$ cat src/pkg/pdsap_cfg.svh
// Constants of the source attach policy block: timing, limits, trim codes, register map.
// Assumes a 10 MHz system clock; included by the policy module and the bench.
`ifndef PDSAP_CFG_SVH
`define PDSAP_CFG_SVH
`define PDSAP_CLK_HZ        10000000
`define PDSAP_DEBOUNCE_US   100
`define PDSAP_NO_RESP_MS    150
`define PDSAP_VSAFE_MIN_MV  16'd4750
`define PDSAP_VSAFE_MAX_MV  16'd5500
`define PDSAP_V5_MV         16'd5000
`define PDSAP_PPS_MIN_MV    16'd3300
`define PDSAP_PPS_MAX_MV    16'd21000
`define PDSAP_MA_3A         13'd3000
`define PDSAP_MA_5A         13'd5000
`define PDSAP_PDP_MIN_W     7'd16
`define PDSAP_PDP_MAX_W     7'd100
`define PDSAP_PDP_DEF_W     7'd60
`define PDSAP_COMP_DEF      2'd0
`define PDSAP_OVP_DEF       2'd1
`define PDSAP_FB_DIV        16'd10
`define PDSAP_DRIVE_MAX     10'h3FF
`define PDSAP_REG_STATUS    5'h0
`define PDSAP_REG_IRQ_STAT  5'h4
`define PDSAP_REG_IRQ_MASK  5'h8
`define PDSAP_REG_TRIM      5'hC
`define PDSAP_REG_CONTRACT  5'h10
`define PDSAP_REG_CTRL      5'h14
`define PDSAP_IRQ_ATTACH    0
`define PDSAP_IRQ_DETACH    1
`define PDSAP_IRQ_FAULT     2
`define PDSAP_IRQ_TYPEC     3
`define PDSAP_IRQ_PPS       4
`define PDSAP_IRQ_W         5
`endif

$ cat src/pkg/pdsap_pkg.sv
// Types shared by the source attach policy block.
// Assumes pdsap_cfg.svh is on the include path.
package pdsap_pkg;
  typedef enum logic [5:0] {
    ST_DETACHED = 6'b000001,
    ST_DEBOUNCE = 6'b000010,
    ST_PD_WAIT  = 6'b000100,
    ST_PD_ACT   = 6'b001000,
    ST_TYPEC    = 6'b010000,
    ST_FAULT    = 6'b100000
  } pdsap_state_t;
  typedef enum logic [2:0] {
    AD_IDLE   = 3'b001,
    AD_WAIT_I = 3'b010,
    AD_WAIT_V = 3'b100
  } pdsap_adc_t;
  typedef enum logic [1:0] {
    EV_NONE = 2'h0, EV_REQ_FIXED = 2'h1, EV_REQ_PPS = 2'h2, EV_PPS_STATUS = 2'h3
  } pdsap_evt_t;
  typedef enum logic [1:0] {
    LG_NONE = 2'h0, LG_BC_SHORT = 2'h1, LG_DIVIDER = 2'h2
  } pdsap_legacy_t;
endpackage

$ cat src/verilog/pdsap_policy.sv
// Attach, contract and supply policy of a Type-C / PD source, with an Avalon-MM register slave.
// Assumes all inputs are synchronous to sys_clk_in; analog values arrive as digital codes.
//
// Summary of operation
// - Keep load switch off until a valid sink attach is seen on CC.
// - Powered by back-fed VBUS, stay detached without a sink termination.
// - Silent sink after attach gets plain 5 V until it detaches.
// - Drive feedback output from contract target and sensed feedback voltage.
// - In PPS contract, answer status request with 10-bit current sample.
// - Reported voltage is sampled from supply sense, never from feedback input.
// - Current drives OCP in fixed, limiting in PPS, and cable compensation.
// - With divider option, detect legacy sink kind and present its signature.
// - Legacy sinks get 5 V with up to 3 A allowance.
// - Advertise capabilities and answer PD requests with no host help.
// - Port power trim 16 W to 100 W in 1 W steps, default 60 W.
// - Cable compensation trim: disabled, 50, 100 or 150 mV/A.
// - High-current trim: 3 A without marker, or 5 A needing marker.
// - Over-voltage trim: 115, 120, 125 or 130 percent, default 120.
// - Trims are fixed; no runtime path alters them.
// - Refuse attach until supply sense is within 4.75 V to 5.5 V.
// - Pull up both CC lines with the 3 A advertisement current.
`timescale 1ns/1ps
`include "pdsap_cfg.svh"
`default_nettype none
module pdsap_policy #(
  parameter int unsigned NO_RESP_CYC = `PDSAP_NO_RESP_MS * (`PDSAP_CLK_HZ / 1000)
) (
  // Clock and reset
  input  wire logic                   sys_clk_in,
  input  wire logic                   rst_n_in,
  // Avalon-MM slave
  input  wire logic [4:0]             avs_address_in,
  input  wire logic                   avs_read_in,
  input  wire logic                   avs_write_in,
  input  wire logic [31:0]            avs_writedata_in,
  output logic [31:0]                 avs_readdata_out,
  output logic                        avs_waitrequest_out,
  output logic                        irq_out,
  // Fuse trims
  input  wire logic [6:0]             trim_pdp_w_in,
  input  wire logic [1:0]             trim_cable_comp_in,
  input  wire logic                   trim_5a_in,
  input  wire logic [1:0]             trim_ovp_in,
  input  wire logic                   trim_legacy_div_in,
  // Port sensing and control
  input  wire logic [1:0]             cc_rd_in,
  output logic [1:0]                  cc_pullup_3a_out,
  input  wire logic [15:0]            vcc_mv_in,
  input  wire logic [15:0]            voltage_feedback_input,
  input  wire logic [12:0]            current_sense_pos,
  input  wire logic [12:0]            current_sense_neg,
  output logic [9:0]                  feedback_drive_output,
  output logic                        vbus_load_switch,
  input  wire logic                   dp_probe_in,
  output pdsap_pkg::pdsap_legacy_t    legacy_sig_out,
  // PD message engine
  input  wire logic                   pd_sink_resp_in,
  input  wire logic                   pd_cable_5a_in,
  input  wire logic                   pd_evt_valid_in,
  input  wire pdsap_pkg::pdsap_evt_t  pd_evt_type_in,
  input  wire logic [15:0]            pd_req_mv_in,
  input  wire logic [12:0]            pd_req_ma_in,
  output logic                        pd_src_caps_out,
  output logic                        pd_accept_out,
  output logic                        pd_reject_out,
  output logic [6:0]                  pd_adv_pdp_w_out,
  output logic [12:0]                 pd_adv_max_ma_out,
  // Converter and status reply
  output logic                        adc_start_out,
  output logic                        adc_chan_vcc_out,
  input  wire logic                   adc_done_in,
  input  wire logic [9:0]             adc_data_in,
  output logic                        pps_reply_valid_out,
  output logic [9:0]                  pps_reply_curr_out,
  output logic [9:0]                  pps_reply_volt_out
);
  import pdsap_pkg::*;

  localparam int unsigned DEB_CYC =
    (`PDSAP_DEBOUNCE_US * (`PDSAP_CLK_HZ / 1000000) < 1) ? 1 :
    `PDSAP_DEBOUNCE_US * (`PDSAP_CLK_HZ / 1000000);
  // The no-response timer is 24 bits wide and needs at least two counts.
  if (NO_RESP_CYC < 2 || NO_RESP_CYC > 32'h00FFFFFF) begin : g_bad_no_resp
    $error("NO_RESP_CYC out of range");
  end

  function automatic logic [23:0] pct_of(input logic [15:0] mv, input logic [7:0] pct);
    pct_of = 24'(mv) * 24'(pct);
  endfunction

  // ****************************************************************
  // Trim capture
  // ****************************************************************
  logic       trim_cap_q;
  logic [6:0] trim_pdp_q;
  logic [1:0] trim_comp_q;
  logic       trim_5a_q;
  logic [1:0] trim_ovp_q;
  logic       trim_leg_q;
  // Fuses are read once after reset; nothing in the bus path can write these.
  always_ff @(posedge sys_clk_in or negedge rst_n_in) begin
    if (!rst_n_in) begin
      trim_cap_q  <= 1'b0;
      trim_pdp_q  <= `PDSAP_PDP_DEF_W;
      trim_comp_q <= `PDSAP_COMP_DEF;
      trim_5a_q   <= 1'b0;
      trim_ovp_q  <= `PDSAP_OVP_DEF;
      trim_leg_q  <= 1'b0;
    end else if (!trim_cap_q) begin
      trim_cap_q  <= 1'b1;
      // An out-of-range power code falls back to the default.
      trim_pdp_q  <= (trim_pdp_w_in < `PDSAP_PDP_MIN_W || trim_pdp_w_in > `PDSAP_PDP_MAX_W) ?
                     `PDSAP_PDP_DEF_W : trim_pdp_w_in;
      trim_comp_q <= trim_cable_comp_in;
      trim_5a_q   <= trim_5a_in;
      trim_ovp_q  <= trim_ovp_in;
      trim_leg_q  <= trim_legacy_div_in;
    end
  end

  // ****************************************************************
  // Derived limits
  // ****************************************************************
  logic [12:0] i_ma;
  logic [12:0] max_ma;
  logic [7:0]  ovp_pct;
  logic [7:0]  comp_k;
  logic        rd_any;
  logic        vcc_ok;
  always_comb begin
    i_ma    = (current_sense_pos > current_sense_neg) ? current_sense_pos - current_sense_neg
                                                      : 13'h0000;
    max_ma  = (trim_5a_q && pd_cable_5a_in) ? `PDSAP_MA_5A : `PDSAP_MA_3A;
    unique case (trim_ovp_q)
      2'h0:    ovp_pct = 8'd115;
      2'h1:    ovp_pct = 8'd120;
      2'h2:    ovp_pct = 8'd125;
      default: ovp_pct = 8'd130;
    endcase
    unique case (trim_comp_q)
      2'h1:    comp_k = 8'd50;
      2'h2:    comp_k = 8'd100;
      2'h3:    comp_k = 8'd150;
      default: comp_k = 8'd0;
    endcase
    rd_any = cc_rd_in[0] ^ cc_rd_in[1];
    vcc_ok = vcc_mv_in >= `PDSAP_VSAFE_MIN_MV && vcc_mv_in <= `PDSAP_VSAFE_MAX_MV;
  end
  assign cc_pullup_3a_out  = 2'b11;
  assign pd_adv_pdp_w_out  = trim_pdp_q;
  assign pd_adv_max_ma_out = max_ma;

  // ****************************************************************
  // Attach and contract state machine
  // ****************************************************************
  pdsap_state_t state_q, state_d;
  logic [23:0]  tmr_q;
  logic [15:0]  tgt_mv_q;
  logic [12:0]  op_ma_q;
  logic         pps_q;
  logic         ctrl_dis_q;
  logic         ocp;
  logic         ovp;
  logic         req_ok;
  logic         req_evt;
  always_comb begin
    ocp     = !pps_q && i_ma > op_ma_q;
    ovp     = pct_of(vcc_mv_in, 8'd100) > pct_of(tgt_mv_q, ovp_pct);
    req_evt = pd_evt_valid_in && (pd_evt_type_in == EV_REQ_FIXED || pd_evt_type_in == EV_REQ_PPS);
    req_ok  = pd_req_ma_in <= max_ma && pd_req_mv_in >= `PDSAP_PPS_MIN_MV &&
              pd_req_mv_in <= `PDSAP_PPS_MAX_MV;
    state_d = state_q;
    unique case (state_q)
      ST_DETACHED: if (trim_cap_q && !ctrl_dis_q && vcc_ok && rd_any) state_d = ST_DEBOUNCE;
      ST_DEBOUNCE: begin
        if (!rd_any || !vcc_ok || ctrl_dis_q) state_d = ST_DETACHED;
        else if (tmr_q == 24'(DEB_CYC - 1)) state_d = ST_PD_WAIT;
      end
      ST_PD_WAIT: begin
        if (!rd_any || ctrl_dis_q) state_d = ST_DETACHED;
        else if (ocp || ovp) state_d = ST_FAULT;
        else if (pd_sink_resp_in) state_d = ST_PD_ACT;
        else if (tmr_q == 24'(NO_RESP_CYC - 1)) state_d = ST_TYPEC;
      end
      ST_PD_ACT: begin
        if (!rd_any || ctrl_dis_q) state_d = ST_DETACHED;
        else if (ocp || ovp) state_d = ST_FAULT;
      end
      ST_TYPEC: begin
        if (!rd_any || ctrl_dis_q) state_d = ST_DETACHED;
        else if (ocp || ovp) state_d = ST_FAULT;
      end
      ST_FAULT: if (!rd_any) state_d = ST_DETACHED;
      default:  state_d = ST_DETACHED;
    endcase
  end

  always_ff @(posedge sys_clk_in or negedge rst_n_in) begin
    if (!rst_n_in) begin
      state_q          <= ST_DETACHED;
      tmr_q            <= 24'h000000;
      vbus_load_switch <= 1'b0;
      pd_src_caps_out  <= 1'b0;
    end else begin
      state_q          <= state_d;
      tmr_q            <= (state_d != state_q) ? 24'h000000 : tmr_q + 24'h000001;
      vbus_load_switch <= state_d == ST_PD_WAIT || state_d == ST_PD_ACT || state_d == ST_TYPEC;
      pd_src_caps_out  <= state_q == ST_DEBOUNCE && state_d == ST_PD_WAIT;
    end
  end

  // Contract: 5 V at 3 A until the sink asks for more; legacy sinks stay here.
  always_ff @(posedge sys_clk_in or negedge rst_n_in) begin
    if (!rst_n_in) begin
      tgt_mv_q      <= `PDSAP_V5_MV;
      op_ma_q       <= `PDSAP_MA_3A;
      pps_q         <= 1'b0;
      pd_accept_out <= 1'b0;
      pd_reject_out <= 1'b0;
    end else begin
      pd_accept_out <= state_q == ST_PD_ACT && req_evt && req_ok;
      pd_reject_out <= state_q == ST_PD_ACT && req_evt && !req_ok;
      if (state_q != ST_PD_ACT) begin
        tgt_mv_q <= `PDSAP_V5_MV;
        op_ma_q  <= `PDSAP_MA_3A;
        pps_q    <= 1'b0;
      end else if (req_evt && req_ok) begin
        tgt_mv_q <= pd_req_mv_in;
        op_ma_q  <= pd_req_ma_in;
        pps_q    <= pd_evt_type_in == EV_REQ_PPS;
      end
    end
  end

  // ****************************************************************
  // Feedback drive
  // ****************************************************************
  // More drive pulls the supply down. Cable drop is added before the divider.
  logic [15:0] comp_mv;
  logic [15:0] fb_ref;
  logic        too_high;
  always_comb begin
    comp_mv  = 16'((21'(i_ma) * 21'(comp_k)) / 21'd1000);
    fb_ref   = 16'((17'(tgt_mv_q) + 17'(comp_mv)) / 17'(`PDSAP_FB_DIV));
    too_high = voltage_feedback_input > fb_ref || (pps_q && i_ma > op_ma_q);
  end
  always_ff @(posedge sys_clk_in or negedge rst_n_in) begin
    if (!rst_n_in) begin
      feedback_drive_output <= 10'h000;
    end else if (too_high && feedback_drive_output != `PDSAP_DRIVE_MAX) begin
      feedback_drive_output <= feedback_drive_output + 10'h001;
    end else if (!too_high && feedback_drive_output != 10'h000) begin
      feedback_drive_output <= feedback_drive_output - 10'h001;
    end
  end

  // ****************************************************************
  // Status request sampling
  // ****************************************************************
  pdsap_adc_t adc_q;
  always_ff @(posedge sys_clk_in or negedge rst_n_in) begin
    if (!rst_n_in) begin
      adc_q               <= AD_IDLE;
      adc_start_out       <= 1'b0;
      adc_chan_vcc_out    <= 1'b0;
      pps_reply_valid_out <= 1'b0;
      pps_reply_curr_out  <= 10'h000;
      pps_reply_volt_out  <= 10'h000;
    end else begin
      adc_start_out       <= 1'b0;
      pps_reply_valid_out <= 1'b0;
      unique case (adc_q)
        AD_IDLE: if (state_q == ST_PD_ACT && pps_q && pd_evt_valid_in &&
                     pd_evt_type_in == EV_PPS_STATUS) begin
          adc_q            <= AD_WAIT_I;
          adc_start_out    <= 1'b1;
          adc_chan_vcc_out <= 1'b0;
        end
        AD_WAIT_I: if (adc_done_in) begin
          pps_reply_curr_out <= adc_data_in;
          adc_q              <= AD_WAIT_V;
          adc_start_out      <= 1'b1;
          adc_chan_vcc_out   <= 1'b1;
        end
        AD_WAIT_V: if (adc_done_in) begin
          pps_reply_volt_out  <= adc_data_in;
          pps_reply_valid_out <= 1'b1;
          adc_q               <= AD_IDLE;
        end
        default: adc_q <= AD_IDLE;
      endcase
    end
  end

  // ****************************************************************
  // Legacy charging signature
  // ****************************************************************
  // A sink running primary detection sees the short; others get the divider.
  always_ff @(posedge sys_clk_in or negedge rst_n_in) begin
    if (!rst_n_in) begin
      legacy_sig_out <= LG_NONE;
    end else if (!trim_leg_q || !vbus_load_switch) begin
      legacy_sig_out <= LG_NONE;
    end else begin
      legacy_sig_out <= dp_probe_in ? LG_BC_SHORT : LG_DIVIDER;
    end
  end

  // ****************************************************************
  // Registers and interrupt
  // ****************************************************************
  logic [`PDSAP_IRQ_W-1:0] irq_stat_q, irq_mask_q, irq_set;
  logic                    ack_q;
  logic                    wr_go;
  always_comb begin
    irq_set = '0;
    irq_set[`PDSAP_IRQ_ATTACH] = state_q == ST_DEBOUNCE && state_d == ST_PD_WAIT;
    irq_set[`PDSAP_IRQ_DETACH] = state_q != ST_DETACHED && state_d == ST_DETACHED;
    irq_set[`PDSAP_IRQ_FAULT]  = state_q != ST_FAULT && state_d == ST_FAULT;
    irq_set[`PDSAP_IRQ_TYPEC]  = state_q == ST_PD_WAIT && state_d == ST_TYPEC;
    irq_set[`PDSAP_IRQ_PPS]    = pps_reply_valid_out;
  end
  // One wait cycle: the request is taken at the second edge it is seen.
  assign avs_waitrequest_out = (avs_read_in || avs_write_in) && !ack_q;
  assign wr_go               = avs_write_in && ack_q;
  assign irq_out             = |(irq_stat_q & irq_mask_q);

  always_ff @(posedge sys_clk_in or negedge rst_n_in) begin
    if (!rst_n_in) begin
      ack_q            <= 1'b0;
      avs_readdata_out <= 32'h00000000;
      irq_stat_q       <= '0;
      irq_mask_q       <= '0;
      ctrl_dis_q       <= 1'b0;
    end else begin
      ack_q <= (avs_read_in || avs_write_in) && !ack_q;
      // A new event wins over a same-cycle write-one clear.
      irq_stat_q <= (irq_stat_q & ~((wr_go && avs_address_in == `PDSAP_REG_IRQ_STAT) ?
                    avs_writedata_in[`PDSAP_IRQ_W-1:0] : '0)) | irq_set;
      if (wr_go && avs_address_in == `PDSAP_REG_IRQ_MASK) irq_mask_q <= avs_writedata_in[`PDSAP_IRQ_W-1:0];
      if (wr_go && avs_address_in == `PDSAP_REG_CTRL) ctrl_dis_q <= avs_writedata_in[0];
      if (avs_read_in && !ack_q) begin
        unique case (avs_address_in)
          `PDSAP_REG_STATUS:   avs_readdata_out <= {18'h0, legacy_sig_out, adc_q != AD_IDLE,
                                                    pps_q, vbus_load_switch, vcc_ok, 2'h0,
                                                    state_q};
          `PDSAP_REG_IRQ_STAT: avs_readdata_out <= 32'(irq_stat_q);
          `PDSAP_REG_IRQ_MASK: avs_readdata_out <= 32'(irq_mask_q);
          `PDSAP_REG_TRIM:     avs_readdata_out <= {18'h0, trim_leg_q, trim_ovp_q, trim_5a_q,
                                                    trim_comp_q, 1'b0, trim_pdp_q};
          `PDSAP_REG_CONTRACT: avs_readdata_out <= {3'h0, op_ma_q, tgt_mv_q};
          `PDSAP_REG_CTRL:     avs_readdata_out <= {31'h0, ctrl_dis_q};
          default:             avs_readdata_out <= 32'h00000000;
        endcase
      end
    end
  end
endmodule
`default_nettype wire

$ cat config.mk
export PLATFORM = sky130hd
export DESIGN_NAME = pdsap_policy
export DESIGN_NICKNAME = d
export VERILOG_FILES = /design/src/pkg/pdsap_pkg.sv /design/src/verilog/pdsap_policy.sv
export VERILOG_INCLUDE_DIRS = /design/src /design/src/pkg
export SDC_FILE = /design/constraint.sdc
export NUM_CORES = 1
export LEC_CHECK = 0
export ABC_AREA = 1
export BUFFER_PORTS_ARGS = -buffer_cell sky130_fd_sc_hd__buf_2
export CELL_PAD_IN_SITES_DETAIL_PLACEMENT = 2
export CELL_PAD_IN_SITES_GLOBAL_PLACEMENT = 2
export CORE_MARGIN = 8
export CORE_UTILIZATION = 29
export DETAILED_ROUTE_END_ITERATION = 12
export GPL_TIMING_DRIVEN = 0
export PLACE_DENSITY_LB_ADDON = 0.08
export SKIP_CTS_REPAIR_TIMING = 1
export SYNTH_ARGS = -nofsm -noshare
export SYNTH_HDL_FRONTEND = slang
export SYNTH_SLANG_ARGS = --single-unit
$ cat constraint.sdc
create_clock -name sys_clk_in -period 21.2 [get_ports sys_clk_in]
set_input_delay 1.06 -clock sys_clk_in [delete_from_list [all_inputs] [get_ports sys_clk_in]]
set_output_delay 1.06 -clock sys_clk_in [all_outputs]
set_load 0.05 [all_outputs]
* Word level (Yosys, flattened, before mapping) *
Index checks and enable logic that the tools add are counted.

cells by class
  add/sub/neg operators = 5
  divide/modulo/power cells = 2
  multipliers = 3
  bitwise gates (word level) = 5
  reductions and logical operators = 61
  eq/ne operators = 38
  muxes and demuxes = 40
  magnitude comparators = 11

operator list
  cell                                                                      count
  29-bit one-hot mux with 6 select lines                                    1
  6-bit 2-to-1 mux                                                          10
  13-bit 2-to-1 mux                                                         4
  8-bit one-hot mux with 3 select lines                                     2
  16-bit 2-to-1 mux                                                         2
  6-bit one-hot mux with 5 select lines                                     1
  1-bit logical AND                                                         29
  13-bit > comparator                                                       2
  24-bit by 1-bit adder with 24-bit output (second input constant)          1
  24-bit by 10-bit == test with 1-bit output (second input constant)        1
  24-bit by 21-bit == test with 1-bit output (second input constant)        1
  23-bit by 24-bit > comparator with 1-bit output                           1
  16-bit by 8-bit multiplier with 24-bit output                             1
  24-bit 2-to-1 mux                                                         1
  21-bit by 10-bit divider with 21-bit output (second input constant)       1
  13-bit by 8-bit multiplier with 21-bit output                             1
  16-bit by 5-bit multiplier with 21-bit output (second input constant)     1
  10-bit 2-to-1 mux                                                         2
  16-bit by 16-bit adder with 17-bit output                                 1
  17-bit by 4-bit divider with 17-bit output (second input constant)        1
  16-bit by 12-bit >= comparator with 1-bit output (second input constant)  1
  16-bit by 13-bit >= comparator with 1-bit output (second input constant)  1
  16-bit > comparator                                                       1
  16-bit by 13-bit <= comparator with 1-bit output (second input constant)  1
  other kinds (49)                                                          97

word-level totals
  word-level logic and storage cells = 193
  flip-flop bits (word level) = 160
  input bits = 160

* Longest topological paths before layout *
  word-level depth = 12
  mapped depth = 199
  gate-level depth less buffers = 199

* Worst setup path before layout *
OpenSTA, ideal clock, no wires.

  kind = input to register
  from = input port current_sense_neg[2]
  to = register feedback_drive_output[9]
  arrival = 20.676 ns
  path slack = 0.381 ns
  required time = 21.057 ns
  stages = 176
  setup time = 0.143 ns
  buffers on the path = 0
  path through = inv_1 ha_1 a21oi_1 inv_1 a31oi_1 nor2_1 nor2_1 o21bai_1 nand2_1 nor3_1 a2111oi_0 o221ai_1 nand2_1 inv_1 nand3_1 nor2_1 fa_1 fa_1 [... 140 more ...] nand2_1 a32o_1 nand2_1 inv_1 a31oi_1 inv_1 ha_1 a21oi_1 o21ai_0 a21oi_1 nor2_1 o21a_1 nor2_1 o21bai_1 a21o_1 o21ai_0 o21ai_0 xnor2_1

on the way
  longest elaborated chain between the ends = 11
  elaborated cells between the ends (all ways) = 16
  classes of those cells = add/sub (2); mul (1); div (2); order compare (3); mux (2); reduce/logical (6)

ends and longest elaborated chain
  element                                                   line                 text
  start: declaration                                        pdsap_policy.sv:51   input wire logic [12:0] current_sense_neg,
  13-bit subtractor or 13-bit > comparator (tied branches)  pdsap_policy.sv:131  i_ma = (current_sense_pos > current_sense_neg) ? current_sense_pos - current_sense_neg
  13-bit 2-to-1 mux (*)                                     pdsap_policy.sv:131
  13-bit by 8-bit multiplier with 21-bit output             pdsap_policy.sv:243  comp_mv = 16'((21'(i_ma) * 21'(comp_k)) / 21'd1000);
  21-bit by 10-bit divider with 21-bit output               pdsap_policy.sv:243
  16-bit by 16-bit adder with 17-bit output                 pdsap_policy.sv:244  fb_ref = 16'((17'(tgt_mv_q) + 17'(comp_mv)) / 17'(`PDSAP_FB_DIV));
  17-bit by 4-bit divider with 17-bit output                pdsap_policy.sv:244
  16-bit > comparator                                       pdsap_policy.sv:245  too_high = voltage_feedback_input > fb_ref || (pps_q && i_ma > op_ma_q);
  1-bit logical OR (*)                                      pdsap_policy.sv:245
  1-bit zero test                                           pdsap_policy.sv:252  end else if (!too_high && feedback_drive_output != 10'h000) begin
  1-bit logical AND                                         pdsap_policy.sv:252
  2-bit nonzero test (no source line)                       n/a
  end signal: assignment                                    pdsap_policy.sv:251  feedback_drive_output <= feedback_drive_output + 10'h001;
  end signal: assignment                                    pdsap_policy.sv:253  feedback_drive_output <= feedback_drive_output - 10'h001;
  end: declaration                                          pdsap_policy.sv:52   output logic [9:0] feedback_drive_output,

Every way passes the cells marked *; elsewhere a longest branch is shown, timed or not.
A chain may end at the register's enable or synchronous reset.

* Worst setup path in the final report *
Ends and elaborated chain as after synthesis.

==> results by group <==
Drt
  – DR vias/cell: roughly 4.8
  – Post-route ant nets: 0
  – TritonRoute pass-1 iters: 5
  – Via count: 21252
  – DR DRC count: 0
  – DRT iter0 DRCs: 582
  – Final WL: 82910 µm
  – WL/cell: roughly 19 µm

Global route
  – Vias in the first global route: approximately 23000
  – First-pass GRT wire length: between 100000 and 150000 µm
  – Initial antenna violation count: 11
  – Total track usage: about a fifth
  – Pin count of the biggest net entering global routing: 97
  – Grt total ovfl: 0

STA
  – Min Tclk post-route: ~23000 ps
  – Max Fclk: roughly 0.044 GHz
  – Final worst-path setup slack: -1396 ps
  – Endpoints failing setup: 10
  – Max-slew headroom: between 30% and 40%
  – Final worst path period share: 106.6%
  – Max-slew violations: 0
  – Clock skew: ~15 ps
  – RSZ-0062 raised after global routing: true
  – Worst-Margin Slew: 1006 ps
  – Final hold violations: 0

Critical path
  – Slowest stage delay, CP: approximately 530 ps
  – Cell seen most often among critical-path stages: nand2_2
  – Critical Path Slowest Stage Cell: fa_2
  – Critical Path End Type: flop
  – CP arrival: ~23000 ps
  – Crit Path Class: input port to flop
  – Worst path top cell family by delay: simple AND/OR/NAND/NOR gates
  – Buf+Inv Stages, Crit Path: 33
  – Critical Path Source Type: input port
  – Data required, critical path: between 20000 and 25000 ps
  – Critical path fanouts, max: 8

Power and ir drop
  – Flop pwr share: 7.0%
  – PD cells: ~180 nW/µm²
  – Maximum vdd drop: approximately 0.00029 V
  – Total chip power: roughly 5 mW
  – Pint: around 2.2 mW
  – Comb pwr share: approximately 86%
  – Net Sw Power: around 2.9 mW
  – Clock power frac: between 6 and 7%
  – Lkg Pwr: 14.88 nW
  – Switching part of the total power: between 50% and 60%

Placed design
  – Place WS: -5382 ps
  – Post-DP HPWL: ~69000 µm
  – Gpl congestion: ~0.8
  – IO buf count: 213
  – Dpl cells: around 4200

Cells and area
  – Share of post-route cells with drive strength above 1: between 20% and 30%
  – Fill cell count: approximately 8600
  – Most frequent cells in the layout: 585 x inv_1, 464 x nand2_1, 260 x ha_1, 213 x buf_2, 203 x nor2_1
  – Final core occ: between 30% and 40%
  – Area grow syn2layout: 26.89%
  – Fin nets: 3960
  – Commonest non-fill, non-tap cell in the layout: inv_1
  – Count of non-filler cells in the finished layout: 4382

Hold path
  – Worst Hold Class: flop to flop

Logic synthesis
  – Post-synthesis cell count: 3017
  – Ys async rst share: 100.0%
  – Compound-cell area share of the yosys netlist: 11.62%
  – Sequential element share of the synthesized area: ~18%
  – Mapped Area: between 20000 and 25000 µm²
  – Largest family of logic cells by synthesized area: adder cells
  – Synth Warn #: 0
  – Mux cell area share after synthesis: 0%
  – Post-synth EDFFs: 0
  – Adder-Cell Fraction of Synth Area: between 20% and 30%
  – Distinct cells, synth: between 60 and 70
  – Yosys reg bits: roughly 160
  – Synth Area per Inst: about 7 µm²
  – Post-Synth Simple-Gate Area: 24.96%
  – Synth Area in XOR/XNOR: roughly 4.4%
  – Synth Flop Type: dfrtp_1

Floorplan
  – Std cell rows: 100
  – Die Span X: slightly below 300 µm
  – Core area: approximately 74000 µm²
  – Vert. Die Dim: about 290 µm
  – I/O pins: 255
  – Initial Util: a little under 30%
  – Die ar.: about 84000 µm²

Clock tree
  – Reg clk slew, reported paths: around 60 ps
  – CTS tree: built
  – Longest Clk Path Bufs: 2
  – CTS buffer count: 17
  – CTS root buffer: clkbuf_16
  – Htree depth: 4
  – Worst-Skew Late Latency: ~450 ps
  – CTS Sinks: between 150 and 200

Run status
  – Failing checks: negative setup slack
  – Status: finished with violations

Run
  – Max-cap viol count: 0
==> cells in the mapped netlist (9+ instances only) <==
cell	instances	area, µm²
inv_1	632	2372
nand2_1	606	2275
ha_1	280	3503
nor2_1	244	915.9
nand3_1	152	760.7
o21ai_0	140	700.7
dfrtp_1	138	3453
fa_1	126	2522
a21oi_1	108	540.5
xor2_1	81	709.4
clkbuf_1	50	187.7
nand2_2	41	256.5
o21bai_1	37	277.8
nor3_1	31	155.2
xnor2_1	28	245.2
inv_2	26	97.59
nand4_1	26	162.7
o31ai_1	22	165.2
dfstp_2	19	499.2
nor4_1	19	118.9
buf_4	16	120.1
o21ai_1	16	80.08
o22ai_1	14	87.58
nand2_4	13	146.4
nand3_2	13	130.1
nor2_2	11	68.82
a31oi_1	9	56.30
==> path summary, 6_finish.rpt <==
check / start / endpoint / slack [ps] / depth (start not counted)
worst max-delay path: current_sense_neg[2] / feedback_drive_output[9] / -1400 / 180
worst min register to register: tmr_q[0] / tmr_q[0] / 460 / 1
worst min-delay path: tmr_q[0] / tmr_q[0] / 460 / 1
min in group asynchronous: rst_n_in / ack_q / 530 / 1
max in group asynchronous: rst_n_in / op_ma_q[3] / 19760 / 2
worst max register to register: trim_comp_q[1] / feedback_drive_output[9] / -200 / 168
==> registers in the layout, summed over array words and instances (netlist names), 2 cells and up <==
name / cells
tmr_q: 24
pps_reply_curr_out: 10
op_ma_q: 13
adc_q: 3
feedback_drive_output: 10
trim_ovp_q: 2
state_q: 6
trim_comp_q: 2
tgt_mv_q: 16
irq_stat_q: 5
irq_mask_q: 5
legacy_sig_out: 2
avs_readdata_out: 29
pd_adv_pdp_w_out: 7
pps_reply_volt_out: 10
==> layout make-up <==
cell class                 count  area (µm²)  area share, %
antenna                        6       15.01        0.05460
sequential                   157        3953          14.37
clock inverter                 9       183.9         0.6689
inverter                     663        2534          9.214
timing repair buffer         344        2103          7.649
multi-input combinational   2144       16720          60.79
tap                          969        1212          4.409
buffer                        67       312.8          1.138
clock buffer                  23       467.9          1.702
==> routing by layer <==
layer / vias to the layer above / wire length [µm] / GRT usage, %
li1: 10235 / - / -
met1: 10640 / 37480 / 24.41
met2: 299 / 40420 / 32.39
met3: 70 / 3833 / 3.842
met4: 8 / 1137 / 3.558
met5: - / 44 / 0
==> logic make-up after synthesis <==
kind of cell / Yosys count
AND/OR/NAND/NOR: 1197
buffers and inverters: 730
AO/OA/AOI/OAI: 416
adder cells (fa/ha/maj): 406
flip-flops: 157
XOR/XNOR: 109
other: 2
==> power by group through the flow <==
stage	clock network, mW	logic [mW]	registers [mW]
floorplan	0	2.30	0.406
global placement	0	2.95	0.357
detailed placement	0	3.15	0.358
CTS	0.355	3.16	0.353
global route	0.367	4.88	0.359
finish	0.347	4.38	0.355
==> stage by stage <==
step | hold WS, ps | TNS (ps) | instance area, µm²
finish | 461.4 | -8932 | 27500
global route | 496.9 | -25740 | 27490
CTS | 466.7 | -42050 | 24690
detailed placement | 457.5 | -46420 | 24040
global placement | 449.9 | -34950 | 24000
floorplan | 432.9 | 0 | 21720
No activity file was read; power rests on OpenSTA's default activity.
